**config.mk**
```make
export PLATFORM = sky130hd
export DESIGN_NAME = asc_coder
export DESIGN_NICKNAME = d
export VERILOG_FILES = /design/src/core/asc_pkg.sv /design/src/core/asc_coder.sv /design/src/core/asc_pattern.sv
export VERILOG_INCLUDE_DIRS = /design/src /design/src/core
export SDC_FILE = /design/constraint.sdc
export NUM_CORES = 1
export LEC_CHECK = 0
export ABC_AREA = 1
export BUFFER_PORTS_ARGS = -buffer_cell sky130_fd_sc_hd__buf_4
export CAP_MARGIN = 20
export CELL_PAD_IN_SITES_DETAIL_PLACEMENT = 2
export CELL_PAD_IN_SITES_GLOBAL_PLACEMENT = 2
export CORE_ASPECT_RATIO = 1.4
export CORE_MARGIN = 1.5
export CORE_UTILIZATION = 34
export CTS_CLUSTER_SIZE = 16
export DETAILED_ROUTE_END_ITERATION = 8
export PLACE_DENSITY_LB_ADDON = 0.1
export SLEW_MARGIN = 20
export SYNTH_ARGS = -nofsm -noshare
export SYNTH_HDL_FRONTEND = slang
export SYNTH_SLANG_ARGS = --single-unit
```
**constraint.sdc**
```tcl
create_clock -name mclk -period 22.3 [get_ports mclk]
set_input_delay 1.115 -clock mclk [delete_from_list [all_inputs] [get_ports mclk]]
set_output_delay 1.115 -clock mclk [all_outputs]
set_load 0.02 [all_outputs]
```
**src/core/asc_consts.svh**
```systemverilog
// Timing, index and pattern constants of the alarm signal coder
// Behaviour
// - California code: coded output on 10 s, off 5 s, repeating.
// - Temporal code: three 0.5 s pulses, 0.5 s gaps, last gap 1.5 s.
// - Three-minute Canadian: 20 per minute alert; temporal on drill, zone or expiry.
// - Five-minute Canadian: as three-minute, but the timer runs five minutes.
// - Qualifying zone event: general alarm zone, general zones 1-99, logic 1-20.
// - In Canadian modes acknowledge never stops the stage timer.
// - Manual Canadian: no timer; temporal only on drill or zone event.
// - Alarm with a code selected latches and pulses the coded output.
// - Signal silence turns the pulsing coded output off.
// - Presignal holds evacuation outputs off for a 60-180 s delay.
// - Positive acknowledge sequence: 15 s to acknowledge, else evacuate at once.
// - Alarm with a sequence inhibit input aborts delay with evacuation off; an evacuation already on stays on.
// - A second alarm during the delay evacuates immediately.
// - Presignal alarm flashes LED, sounds sounder, latches until clear plus reset.
// - Acknowledge during delay silences sounder and makes the LED steady.
// - System reset during delay aborts without evacuating.
// - Drill during delay evacuates, pulses sounder, LED steady, manual screen.
// - Manual evacuation alternates manual and alarm screens every 3 s.
// - Delay expiry without operator action evacuates.
// - Initiating device type and loop address go to the display.
// - March time pulses at 120 per minute; temporal is the default pattern decode.
// - Basic two-stage: 20 per minute alert, temporal if unacknowledged 5 min.
`ifndef ASC_CONSTS_SVH
`define ASC_CONSTS_SVH

`define ASC_CLK_MHZ 250
`define ASC_MS_PER_S 1000
`define ASC_TICK_MS 500
`define ASC_TICK_CYC (`ASC_TICK_MS * 1000 * `ASC_CLK_MHZ)

`define ASC_CAL_ON_S 10
`define ASC_CAL_OFF_S 5
`define ASC_CAL_ON_T (`ASC_CAL_ON_S * `ASC_MS_PER_S / `ASC_TICK_MS)
`define ASC_CAL_PER_T ((`ASC_CAL_ON_S + `ASC_CAL_OFF_S) * `ASC_MS_PER_S / `ASC_TICK_MS)
`define ASC_TMP_ON_MS 500
`define ASC_TMP_LONG_MS 1500
`define ASC_TMP_PULSES 3
`define ASC_TMP_ON_T (`ASC_TMP_ON_MS / `ASC_TICK_MS)
`define ASC_TMP_LIT_T ((2 * `ASC_TMP_PULSES - 1) * `ASC_TMP_ON_T)
`define ASC_TMP_PER_T ((5 * `ASC_TMP_ON_MS + `ASC_TMP_LONG_MS) / `ASC_TICK_MS)
`define ASC_ALERT_PPM 20
`define ASC_ALERT_PER_T (60 * `ASC_MS_PER_S / `ASC_ALERT_PPM / `ASC_TICK_MS)
`define ASC_MARCH_PPM 120

`define ASC_CAN3_MIN 3
`define ASC_CAN5_MIN 5
`define ASC_TWO_MIN 5
`define ASC_MIN_T(m) ((m) * 60 * `ASC_MS_PER_S / `ASC_TICK_MS)
`define ASC_PAS_S 15
`define ASC_PAS_T (`ASC_PAS_S * `ASC_MS_PER_S / `ASC_TICK_MS)
`define ASC_PRE_MIN_S 60
`define ASC_PRE_MAX_S 180
`define ASC_SCR_S 3
`define ASC_SCR_T (`ASC_SCR_S * `ASC_MS_PER_S / `ASC_TICK_MS)

`define ASC_K_ACK 0
`define ASC_K_SIL 1
`define ASC_K_RST 2
`define ASC_K_DRL 3

`endif

```
**src/core/asc_pkg.sv**
```systemverilog
// Types shared by the alarm signal coder modules
package asc_pkg;
  typedef enum logic [2:0] {CODE_NONE, CODE_MARCH, CODE_CALIF, CODE_TEMPORAL, CODE_TWO,
                            CODE_CAN3, CODE_CAN5, CODE_CANMAN} asc_code_e;
  typedef enum logic [2:0] {ST_IDLE, ST_PAS, ST_DELAY, ST_EVAC, ST_HOLD} asc_state_e;
  typedef enum logic [1:0] {SCR_NORMAL, SCR_ALARM, SCR_MANEVAC} asc_screen_e;
endpackage

```
**src/core/asc_coder.sv**
```systemverilog
// Alarm coder with presignal and positive acknowledge sequence control
`timescale 1ns/10ps
`include "asc_consts.svh"
module asc_coder import asc_pkg::*; #(
  parameter int TICK_CYC = `ASC_TICK_CYC,
  parameter int TYPE_W = 8,
  parameter int ADDR_W = 10,
  parameter int GZ_N = 99,
  parameter int LZ_N = 20,
  parameter int DW = 9,
  parameter int TW = 10
) (
  input wire logic mclk,
  input wire logic rstn,
  input wire logic alarmEvt,
  input wire logic alarmCause,
  input wire logic [TYPE_W-1:0] devType,
  input wire logic [ADDR_W-1:0] devAddr,
  input wire logic generalZone,
  input wire logic [GZ_N:1] genZone,
  input wire logic [LZ_N:1] logicZone,
  input wire logic inhibitAny,
  input wire asc_code_e codeSel,
  input wire logic presigEn,
  input wire logic pasEn,
  input wire logic [7:0] presigSec,
  input wire logic keyAckPin,
  input wire logic keySilencePin,
  input wire logic keyResetPin,
  input wire logic keyDrillPin,
  output logic codedOut,
  output logic stage2Out,
  output logic evacOut,
  output logic alarmLed,
  output logic sounder,
  output asc_screen_e screen,
  output logic [TYPE_W-1:0] dispType,
  output logic [ADDR_W-1:0] dispAddr
);
  localparam int PW = $clog2(TICK_CYC + 1);

  logic [PW-1:0] pre_ff, nxt_pre;
  logic tick_ff, nxt_tick, march_ff, nxt_march, ledPh_ff, nxt_ledPh;
  logic [3:0] kS1_ff, kS2_ff, kS3_ff, kSt_ff, kPr_ff, nxt_kSt, nxt_kPr;
  logic ackPress, silencePress, resetPress, drillPress, clearAll, zoneEvt, isTwo;
  logic [7:0] secs;
  logic [DW-1:0] dlyLoad, dly_ff, nxt_dly;
  logic [TW-1:0] twoLoad, two_ff, nxt_two;
  asc_state_e state_ff, nxt_state;
  asc_screen_e scr_ff, nxt_scr;
  logic latch_ff, nxt_latch, ack_ff, nxt_ack, manual_ff, nxt_manual, alt_ff, nxt_alt;
  logic [2:0] dcnt_ff, nxt_dcnt;
  logic evacOut_ff, nxt_evac, led_ff, nxt_led, snd_ff, nxt_snd;
  logic [TYPE_W-1:0] dType_ff, nxt_type;
  logic [ADDR_W-1:0] dAddr_ff, nxt_addr;
  logic run_ff, nxt_run, stg_ff, nxt_stg, tack_ff, nxt_tack;
  logic codedOut_w, screen_ff_is_man;

  assign ackPress = kPr_ff[`ASC_K_ACK];
  assign silencePress = kPr_ff[`ASC_K_SIL];
  assign resetPress = kPr_ff[`ASC_K_RST];
  assign drillPress = kPr_ff[`ASC_K_DRL];
  assign clearAll = resetPress && !alarmCause;
  assign zoneEvt = generalZone || (|genZone) || (|logicZone);
  assign isTwo = codeSel inside {CODE_TWO, CODE_CAN3, CODE_CAN5, CODE_CANMAN};
  assign secs = (presigSec < 8'(`ASC_PRE_MIN_S)) ? 8'(`ASC_PRE_MIN_S) :
                (presigSec > 8'(`ASC_PRE_MAX_S)) ? 8'(`ASC_PRE_MAX_S) : presigSec;
  assign dlyLoad = DW'(int'(secs) * `ASC_MS_PER_S / `ASC_TICK_MS);

  assign codedOut = codedOut_w;
  assign screen_ff_is_man = scr_ff == SCR_MANEVAC;
  assign stage2Out = stg_ff;
  assign evacOut = evacOut_ff;
  assign alarmLed = led_ff;
  assign sounder = snd_ff;
  assign screen = scr_ff;
  assign dispType = dType_ff;
  assign dispAddr = dAddr_ff;

  ////////////////////////////////////////////////////////////////////////////
  // Half-second prescaler, LED flash phase and key synchronisers
  always_comb begin
    nxt_tick = pre_ff == PW'(TICK_CYC - 1);
    nxt_pre = nxt_tick ? '0 : PW'(pre_ff + 1'b1);
    nxt_march = nxt_pre < PW'(TICK_CYC / 2);
    nxt_ledPh = tick_ff ? !ledPh_ff : ledPh_ff;
    nxt_kSt = (kS2_ff & kS3_ff) | (kSt_ff & (kS2_ff | kS3_ff));
    nxt_kPr = nxt_kSt & ~kSt_ff;
  end

  always_ff @(posedge mclk) begin
    if (!rstn) begin
      pre_ff <= '0;
      tick_ff <= 1'b0;
      march_ff <= 1'b0;
      ledPh_ff <= 1'b0;
      kS1_ff <= '0;
      kS2_ff <= '0;
      kS3_ff <= '0;
      kSt_ff <= '0;
      kPr_ff <= '0;
    end else begin
      pre_ff <= nxt_pre;
      tick_ff <= nxt_tick;
      march_ff <= nxt_march;
      ledPh_ff <= nxt_ledPh;
      kS1_ff <= {keyDrillPin, keyResetPin, keySilencePin, keyAckPin};
      kS2_ff <= kS1_ff;
      kS3_ff <= kS2_ff;
      kSt_ff <= nxt_kSt;
      kPr_ff <= nxt_kPr;
    end
  end

  ////////////////////////////////////////////////////////////////////////////
  // Presignal and acknowledge sequence state machine with panel outputs
  always_comb begin
    nxt_state = state_ff;
    nxt_dly = dly_ff;
    nxt_latch = latch_ff;
    nxt_ack = ack_ff;
    nxt_manual = manual_ff;
    nxt_alt = alt_ff;
    nxt_dcnt = dcnt_ff;
    nxt_type = dType_ff;
    nxt_addr = dAddr_ff;
    if (tick_ff && dly_ff != '0) begin
      nxt_dly = DW'(dly_ff - 1'b1);
    end
    case (state_ff)
      ST_IDLE: begin
        if (alarmEvt) begin
          nxt_latch = 1'b1;
          nxt_type = devType;
          nxt_addr = devAddr;
          if (inhibitAny) begin
            nxt_state = ST_HOLD;
          end else if (presigEn && pasEn) begin
            nxt_state = ST_PAS;
            nxt_dly = DW'(`ASC_PAS_T);
          end else if (presigEn) begin
            nxt_state = ST_DELAY;
            nxt_dly = dlyLoad;
          end else begin
            nxt_state = ST_EVAC;
          end
        end
      end
      ST_PAS, ST_DELAY: begin
        if (resetPress) begin
          nxt_state = alarmCause ? ST_HOLD : ST_IDLE;
        end else if (alarmEvt && inhibitAny) begin
          nxt_state = ST_HOLD;
        end else if (drillPress) begin
          nxt_state = ST_EVAC;
          nxt_manual = 1'b1;
          nxt_ack = 1'b1;
          nxt_alt = 1'b1;
          nxt_dcnt = '0;
        end else if (alarmEvt) begin
          nxt_state = ST_EVAC;
        end else if (ackPress) begin
          nxt_ack = 1'b1;
          if (state_ff == ST_PAS) begin
            nxt_state = ST_DELAY;
            nxt_dly = dlyLoad;
          end
        end else if (dly_ff == '0) begin
          nxt_state = ST_EVAC;
        end
      end
      ST_EVAC, ST_HOLD: begin
        if (clearAll) begin
          nxt_state = ST_IDLE;
        end else if (ackPress && !manual_ff) begin
          nxt_ack = 1'b1;
        end else if (manual_ff && tick_ff) begin
          if (dcnt_ff == 3'(`ASC_SCR_T - 1)) begin
            nxt_dcnt = '0;
            nxt_alt = !alt_ff;
          end else begin
            nxt_dcnt = 3'(dcnt_ff + 1'b1);
          end
        end
      end
      default: begin
        nxt_state = ST_IDLE;
      end
    endcase
    if (nxt_state == ST_IDLE) begin
      nxt_latch = 1'b0;
      nxt_ack = 1'b0;
      nxt_manual = 1'b0;
      nxt_alt = 1'b0;
      nxt_dcnt = '0;
      nxt_dly = '0;
    end
    nxt_evac = nxt_state == ST_EVAC;
    nxt_led = nxt_latch && (nxt_ack || ledPh_ff);
    nxt_snd = nxt_latch && (nxt_manual ? ledPh_ff : !nxt_ack);
    if (!nxt_latch) begin
      nxt_scr = SCR_NORMAL;
    end else if (nxt_manual && nxt_alt) begin
      nxt_scr = SCR_MANEVAC;
    end else begin
      nxt_scr = SCR_ALARM;
    end
  end

  always_ff @(posedge mclk) begin
    if (!rstn) begin
      state_ff <= ST_IDLE;
      dly_ff <= '0;
      latch_ff <= 1'b0;
      ack_ff <= 1'b0;
      manual_ff <= 1'b0;
      alt_ff <= 1'b0;
      dcnt_ff <= '0;
      dType_ff <= '0;
      dAddr_ff <= '0;
      evacOut_ff <= 1'b0;
      led_ff <= 1'b0;
      snd_ff <= 1'b0;
      scr_ff <= SCR_NORMAL;
    end else begin
      state_ff <= nxt_state;
      dly_ff <= nxt_dly;
      latch_ff <= nxt_latch;
      ack_ff <= nxt_ack;
      manual_ff <= nxt_manual;
      alt_ff <= nxt_alt;
      dcnt_ff <= nxt_dcnt;
      dType_ff <= nxt_type;
      dAddr_ff <= nxt_addr;
      evacOut_ff <= nxt_evac;
      led_ff <= nxt_led;
      snd_ff <= nxt_snd;
      scr_ff <= nxt_scr;
    end
  end

  ////////////////////////////////////////////////////////////////////////////
  // Coding run, two-stage timer and second stage flag
  always_comb begin
    case (codeSel)
      CODE_CAN3: twoLoad = TW'(`ASC_MIN_T(`ASC_CAN3_MIN));
      CODE_CAN5: twoLoad = TW'(`ASC_MIN_T(`ASC_CAN5_MIN));
      CODE_TWO: twoLoad = TW'(`ASC_MIN_T(`ASC_TWO_MIN));
      default: twoLoad = '0;
    endcase
    nxt_run = run_ff;
    nxt_stg = stg_ff;
    nxt_two = two_ff;
    nxt_tack = tack_ff;
    if (clearAll) begin
      nxt_run = 1'b0;
      nxt_stg = 1'b0;
      nxt_two = '0;
      nxt_tack = 1'b0;
    end else begin
      if (silencePress) begin
        nxt_run = 1'b0;
      end else if (alarmEvt && codeSel != CODE_NONE) begin
        nxt_run = 1'b1;
        if (!latch_ff) begin
          nxt_two = twoLoad;
          nxt_tack = 1'b0;
        end
      end
      if (codeSel != CODE_TWO) begin
        nxt_tack = 1'b0;
      end else if (ackPress) begin
        nxt_tack = 1'b1;
      end
      if (tick_ff && two_ff != '0 && !tack_ff) begin
        nxt_two = TW'(two_ff - 1'b1);
        if (two_ff == TW'(1) && isTwo) begin
          nxt_stg = 1'b1;
        end
      end
      if (isTwo && run_ff && (drillPress || zoneEvt)) begin
        nxt_stg = 1'b1;
      end
    end
  end

  always_ff @(posedge mclk) begin
    if (!rstn) begin
      run_ff <= 1'b0;
      stg_ff <= 1'b0;
      two_ff <= '0;
      tack_ff <= 1'b0;
    end else begin
      run_ff <= nxt_run;
      stg_ff <= nxt_stg;
      two_ff <= nxt_two;
      tack_ff <= nxt_tack;
    end
  end

  asc_pattern #(.CW(5)) uPattern (
    .mclk(mclk),
    .rstn(rstn),
    .tick(tick_ff),
    .marchPh(march_ff),
    .run(run_ff),
    .stage2(stg_ff),
    .mode(codeSel),
    .patOut(codedOut_w)
  );

  ////////////////////////////////////////////////////////////////////////////
  // Behaviour checks
  property p_second;
    @(posedge mclk) disable iff (!rstn)
    (state_ff == ST_DELAY && alarmEvt && !inhibitAny && !resetPress && !drillPress)
      |=> evacOut_ff && state_ff == ST_EVAC;
  endproperty
  a_second: assert property (p_second) else $error("second alarm missed");

  property p_inhibit;
    @(posedge mclk) disable iff (!rstn)
    (state_ff inside {ST_PAS, ST_DELAY} && alarmEvt && inhibitAny && !resetPress)
      |=> !evacOut_ff && state_ff == ST_HOLD;
  endproperty
  a_inhibit: assert property (p_inhibit) else $error("inhibit did not abort");

  property p_abort;
    @(posedge mclk) disable iff (!rstn)
    (state_ff == ST_DELAY && resetPress) |=> !evacOut_ff [*2];
  endproperty
  a_abort: assert property (p_abort) else $error("reset key evacuated");

  property p_drill;
    @(posedge mclk) disable iff (!rstn)
    (state_ff == ST_DELAY && drillPress && !resetPress && !(alarmEvt && inhibitAny))
      |=> evacOut_ff && alarmLed && screen_ff_is_man;
  endproperty
  a_drill: assert property (p_drill) else $error("drill did not evacuate");

  property p_ack;
    @(posedge mclk) disable iff (!rstn)
    (state_ff == ST_DELAY && ackPress && !resetPress && !drillPress && !alarmEvt)
      |=> !snd_ff && led_ff && !evacOut_ff;
  endproperty
  a_ack: assert property (p_ack) else $error("acknowledge not honoured");

  property p_expire;
    @(posedge mclk) disable iff (!rstn)
    (state_ff inside {ST_PAS, ST_DELAY} && dly_ff == '0 && !resetPress && !drillPress
      && !alarmEvt && !ackPress) |=> evacOut_ff;
  endproperty
  a_expire: assert property (p_expire) else $error("delay expiry ignored");

  property p_pasOpen;
    @(posedge mclk) disable iff (!rstn)
    (state_ff == ST_IDLE && alarmEvt && presigEn && pasEn && !inhibitAny)
      |=> state_ff == ST_PAS && dly_ff == DW'(`ASC_PAS_T) && !evacOut_ff;
  endproperty
  a_pasOpen: assert property (p_pasOpen) else $error("window not opened");

  property p_silence;
    @(posedge mclk) disable iff (!rstn)
    silencePress |=> !run_ff ##1 !codedOut_w;
  endproperty
  a_silence: assert property (p_silence) else $error("silence ignored");

  property p_clear;
    @(posedge mclk) disable iff (!rstn)
    (clearAll && !alarmEvt) |=> state_ff == ST_IDLE && !evacOut_ff && !led_ff && !run_ff;
  endproperty
  a_clear: assert property (p_clear) else $error("reset key left state");

  property p_canAck;
    @(posedge mclk) disable iff (!rstn)
    (codeSel == CODE_CAN3 && ackPress && two_ff > TW'(1) && !clearAll)
      |=> two_ff != '0 && !tack_ff;
  endproperty
  a_canAck: assert property (p_canAck) else $error("ack stopped timer");

  property p_zone;
    @(posedge mclk) disable iff (!rstn)
    (isTwo && run_ff && zoneEvt && !clearAll) |=> stg_ff;
  endproperty
  a_zone: assert property (p_zone) else $error("zone event missed");
endmodule

```
**src/core/asc_pattern.sv**
```systemverilog
// Coded output pulse pattern generator
`timescale 1ns/10ps
`include "asc_consts.svh"
module asc_pattern import asc_pkg::*; #(
  parameter int CW = 5
) (
  input wire logic mclk,
  input wire logic rstn,
  input wire logic tick,
  input wire logic marchPh,
  input wire logic run,
  input wire logic stage2,
  input wire asc_code_e mode,
  output logic patOut
);
  logic [CW-1:0] cnt_ff, nxt_cnt, per, tmpIdx;
  logic stg_ff, out_ff, nxt_out, on, tmpOn;

  assign patOut = out_ff;

  ////////////////////////////////////////////////////////////////////////////
  // Phase counter in ticks and pattern decode
  always_comb begin
    tmpIdx = CW'(cnt_ff / CW'(`ASC_TMP_ON_T));
    tmpOn = (cnt_ff < CW'(`ASC_TMP_LIT_T)) && !tmpIdx[0];
    per = CW'(`ASC_TMP_PER_T);
    on = tmpOn;
    case (mode)
      CODE_MARCH: begin
        per = CW'(1);
        on = marchPh;
      end
      CODE_CALIF: begin
        per = CW'(`ASC_CAL_PER_T);
        on = cnt_ff < CW'(`ASC_CAL_ON_T);
      end
      CODE_TWO, CODE_CAN3, CODE_CAN5, CODE_CANMAN: begin
        if (!stage2) begin
          per = CW'(`ASC_ALERT_PER_T);
          on = cnt_ff < CW'(`ASC_ALERT_PER_T / 2);
        end
      end
      default: begin
        per = CW'(`ASC_TMP_PER_T);
      end
    endcase
    nxt_cnt = cnt_ff;
    if (!run || stage2 != stg_ff) begin
      nxt_cnt = '0;
    end else if (tick) begin
      nxt_cnt = (cnt_ff >= CW'(per - 1'b1)) ? '0 : CW'(cnt_ff + 1'b1);
    end
    nxt_out = run && on && mode != CODE_NONE;
  end

  always_ff @(posedge mclk) begin
    if (!rstn) begin
      cnt_ff <= '0;
      stg_ff <= 1'b0;
      out_ff <= 1'b0;
    end else begin
      cnt_ff <= nxt_cnt;
      stg_ff <= stage2;
      out_ff <= nxt_out;
    end
  end

  ////////////////////////////////////////////////////////////////////////////
  // Pattern checks
  property p_calOn;
    @(posedge mclk) disable iff (!rstn)
    (run && mode == CODE_CALIF && stage2 == stg_ff && cnt_ff < CW'(`ASC_CAL_ON_T)) |=> out_ff;
  endproperty
  a_calOn: assert property (p_calOn) else $error("california on phase lost");

  property p_tmpLong;
    @(posedge mclk) disable iff (!rstn)
    (run && mode == CODE_TEMPORAL && cnt_ff >= CW'(`ASC_TMP_LIT_T)) |=> !out_ff;
  endproperty
  a_tmpLong: assert property (p_tmpLong) else $error("temporal long gap driven");

  property p_march;
    @(posedge mclk) disable iff (!rstn)
    (run && mode == CODE_MARCH) |=> out_ff == $past(marchPh);
  endproperty
  a_march: assert property (p_march) else $error("march time phase wrong");
endmodule

```
==> metrics list <==
- Prior to clock tree synthesis, the placed netlist has a worst setup slack of 7.73 ns.
* Endpoint arrival time on the critical path: around 14 ns
* Max_cap viols: 0
* Main flop type after synthesis: sky130_fd_sc_hd__dfxtp_1
* Number of library cell types mapped by synthesis: 59
- Clock latency on the worst-skew pair, taken at its later pin, is 0.37 ns.
* Chip Height: 221 µm
* Number of antenna-violating nets in the routed design: 0
* HPWL after detailed placement: ~37,000 µm
- Per-instance average area after synthesis: about 6.3 µm²
- Status: complete, no violations
- Transition time at the pin with the least slew margin: 0.812 ns
- CTS buffer count: 9
* Clock transition at path regs: approximately 0.090 ns
- I/O pin total: 185
- When the netlist entered floorplanning its net count stood at 2,065.
- Std-Cell Rows: 79
* Cell area after placement: 13,300 µm²
- Port buffering added 184 buffers.
- Count of clock tree sinks: 112
* Timing startpoint of the critical path: presigSec[7]
* Class of the most critical hold timing path: reg2reg
* Proportion of synthesized chip area in sequential cells: 0.195
- Number of synthesized flops with an enable pin: 0
- The worst setup path is of the in2reg kind.
* Mean number of vias per cell: 5.13
- In the final layout, the share of cells above drive strength 1 is 0.180.
- Dividing the detail-routed wire length by the instance count gives ~17 µm.
* Sum of overflow across all layers after global routing: 0
* CTS Hold Buffers Added: 0
* Total of flip-flops plus latches after synthesis: 112
- Routed via count: 12.6k
- CTS H-tree depth: 3
- The cell sitting at the root of the clock tree is a sky130_fd_sc_hd__clkbuf_16.
- Of the post-synthesis cell area, the dominant cell type holds 0.195.
- Synthesis produced 1,829 cells.
- In this run the critical register-to-register path is captured at march_ff.
- Routability cong.: 0.827
- The count of endpoints failing hold in the final timing report came to 0.
- Worst clock skew on the final layout: 0.00865 ns
* Number of cells on the worst reg-to-reg path: 23
* Cell type with the largest total area after synthesis: sky130_fd_sc_hd__dfxtp_1
- The library cell used most frequently in the layout, excluding fill and tap cells, is sky130_fd_sc_hd__nand2_1.
- In this run the post-CTS setup repair buffer count came out at 0.
- The max-slew violation total from the final report is 0.
* Overall routing resource usage: 0.245
* Maximum number of pins on one net before global-route repair: 37
- For this design, the slowest cell found on the critical path is sky130_fd_sc_hd__nor3_1.
* Final clock period utilization by the worst path: 0.630
- The Yosys step of the flow raised 0 warnings.
- DIE WIDTH: 158 µm
- Setup repair after global routing missed its margin: no
* Setup slack of the critical path after layout: 8.26 ns
- Cell Area, Synth: 11,500 µm²
* Kind of capture point of the worst setup path: flip-flop
- Share of async-settable or async-resettable flops after synthesis: 0
- Bufs on Longest Clock Path: 2
* Non-Filler Cell Area, Final: 13,600 µm²
- The core region is 33,300 µm².
- P&R area growth vs syn: 18.2%
- Post-layout net count: 2,240
- First-pass GRT wire length: 68,300 µm
* Setup TNS: 0 ns
- Via count of the first global-routing pass: 13.9k
* Antenna fix cells: 0
- Maximum fanout along the worst path: 16
* Most Frequent Cell on Critical Path: sky130_fd_sc_hd__nand2_1
- The initial antenna violation count is 0.
- Before antenna repair, the detailed router went through 4 iterations.
- Area contributors post-synth: sky130_fd_sc_hd__dfxtp_1, sky130_fd_sc_hd__nand2_1, sky130_fd_sc_hd__inv_1
* Worst slew slack as a fraction of its limit: 0.455
* Capturing instance or port of the critical path: dly_ff[0]
- Data on the critical path is required at its endpoint by 22.54 ns.
* Die area: between 30,000 and 40,000 µm²
- Beginning of the worst register-to-register path: pre_ff[4]
* Effective utilization at floorplan: 0.345
* Final setup violation count: 0
* Final worst path period need: 14.04 ns
- CTS tree: done
- In this run, post-CTS repair resized a total of 0 instances.
* Number of DRC violations after detailed routing: 0
- Maximum cell stage delay along the critical path: 0.64 ns
- Violation count after the first detailed-route iteration: 302
- Total routed wirelength: 42,800 µm
- Most frequent cells in the layout: sky130_fd_sc_hd__nand2_1, sky130_fd_sc_hd__inv_1, sky130_fd_sc_hd__nor2_1
* Maximum achievable frequency: just over 0.07 GHz
* Startpoint types: input pin
- For flop-to-flop paths, the worst setup slack is 18.55 ns.
-- synthesized netlist by cell type (all sizes together) (3+ instances only) --
| master | count |
|---|---|
| nor3 | 40 |
| o221ai | 3 |
| ha | 55 |
| clkbuf | 14 |
| o31ai | 7 |
| nand3 | 136 |
| a31oi | 7 |
| a21oi | 66 |
| clkinv | 5 |
| fa | 21 |
| nor4 | 47 |
| o211ai | 3 |
| o21ai | 78 |
| inv | 293 |
| nand4 | 56 |
| xnor2 | 10 |
| or2 | 9 |
| nand2 | 512 |
| a22oi | 5 |
| o21bai | 3 |
| xor2 | 45 |
| o22ai | 5 |
| dfxtp | 112 |
| o21a | 4 |
| nand3b | 8 |
| buf | 9 |
| nor2 | 259 |
-- worst max-delay path, delay by kind of cell --
family,cells,cell delay (ns)
compound gates,5,0.83
buf+inv,14,1.60
simple gates,62,8.14
fa+ha+maj,6,2.54
-- how the worst min path moves through the flow --
stage | cells past startpoint | startpoint | to | slack [ns]
4_1_cts | 2 | kS1_ff[2] | kS2_ff[2] | 0.43
3_5_place_dp | 2 | kS1_ff[2] | kS2_ff[2] | 0.40
3_3_place_gp | 2 | kS1_ff[3] | kS2_ff[3] | 0.39
5_1_grt | 2 | kS1_ff[2] | kS2_ff[2] | 0.44
2_1_floorplan | 2 | kS1_ff[0] | kS2_ff[0] | 0.39
6_report | 2 | kS1_ff[2] | kS2_ff[2] | 0.42
-- per-stage QoR --
step                instances  utilization  hold WS [ns]
floorplan                1829            -         0.390
global placement         2438        0.399         0.394
detailed placement       2438        0.399         0.404
CTS                      2454        0.408         0.426
global route             2454        0.408         0.440
finish                   2454        0.408         0.419
-- layout make-up --
| type | instances | area, µm² |
|---|---|---|
| clock buffer | 9 | 225 |
| clock inverter | 7 | 83.8 |
| fill | 4226 | 19700 |
| inverter | 298 | 1120 |
| multi-input combinational | 1396 | 7960 |
| sequential | 112 | 2240 |
| tap | 445 | 557 |
| timing repair buffer | 187 | 1400 |
-- state kept, by name, indices dropped and copies added, names as in the netlist, 2 cells and up --
name,count
kS3_ff,4
dcnt_ff,3
two_ff,10
uPattern.cnt_ff,5
state_ff,3
dispAddr,10
dly_ff,9
dispType,8
kSt_ff,4
screen,2
kS2_ff,4
kPr_ff,4
kS1_ff,4
pre_ff,27
-- per-layer routing --
| layer | vias to the layer above | share of wire | track usage |
|---|---|---|---|
| li1 | 6235 | - | - |
| met1 | 6120 | 0.37 | 0.248 |
| met2 | 189 | 0.57 | 0.515 |
| met3 | 46 | 0.035 | 0.0270 |
| met4 | 0 | 0.020 | 0.0607 |
| met5 | - | 0 | 0 |
-- cell families (layout without fill, tap and decap cells) --
group,Yosys count,count (layout),synth area share
AOI/OAI and AO/OA,194,194,0.0983
xor gates and xnor gates,55,55,0.0432
and+or+nand+nor,1071,1071,0.454
buffers and inverters,321,501,0.113
adders and majority gates,76,76,0.0964
DFF,112,112,0.195
Power is left out: the tool's default activity adds up to more than one toggle a clock period on the data nets, which glitch-free logic cannot reach.
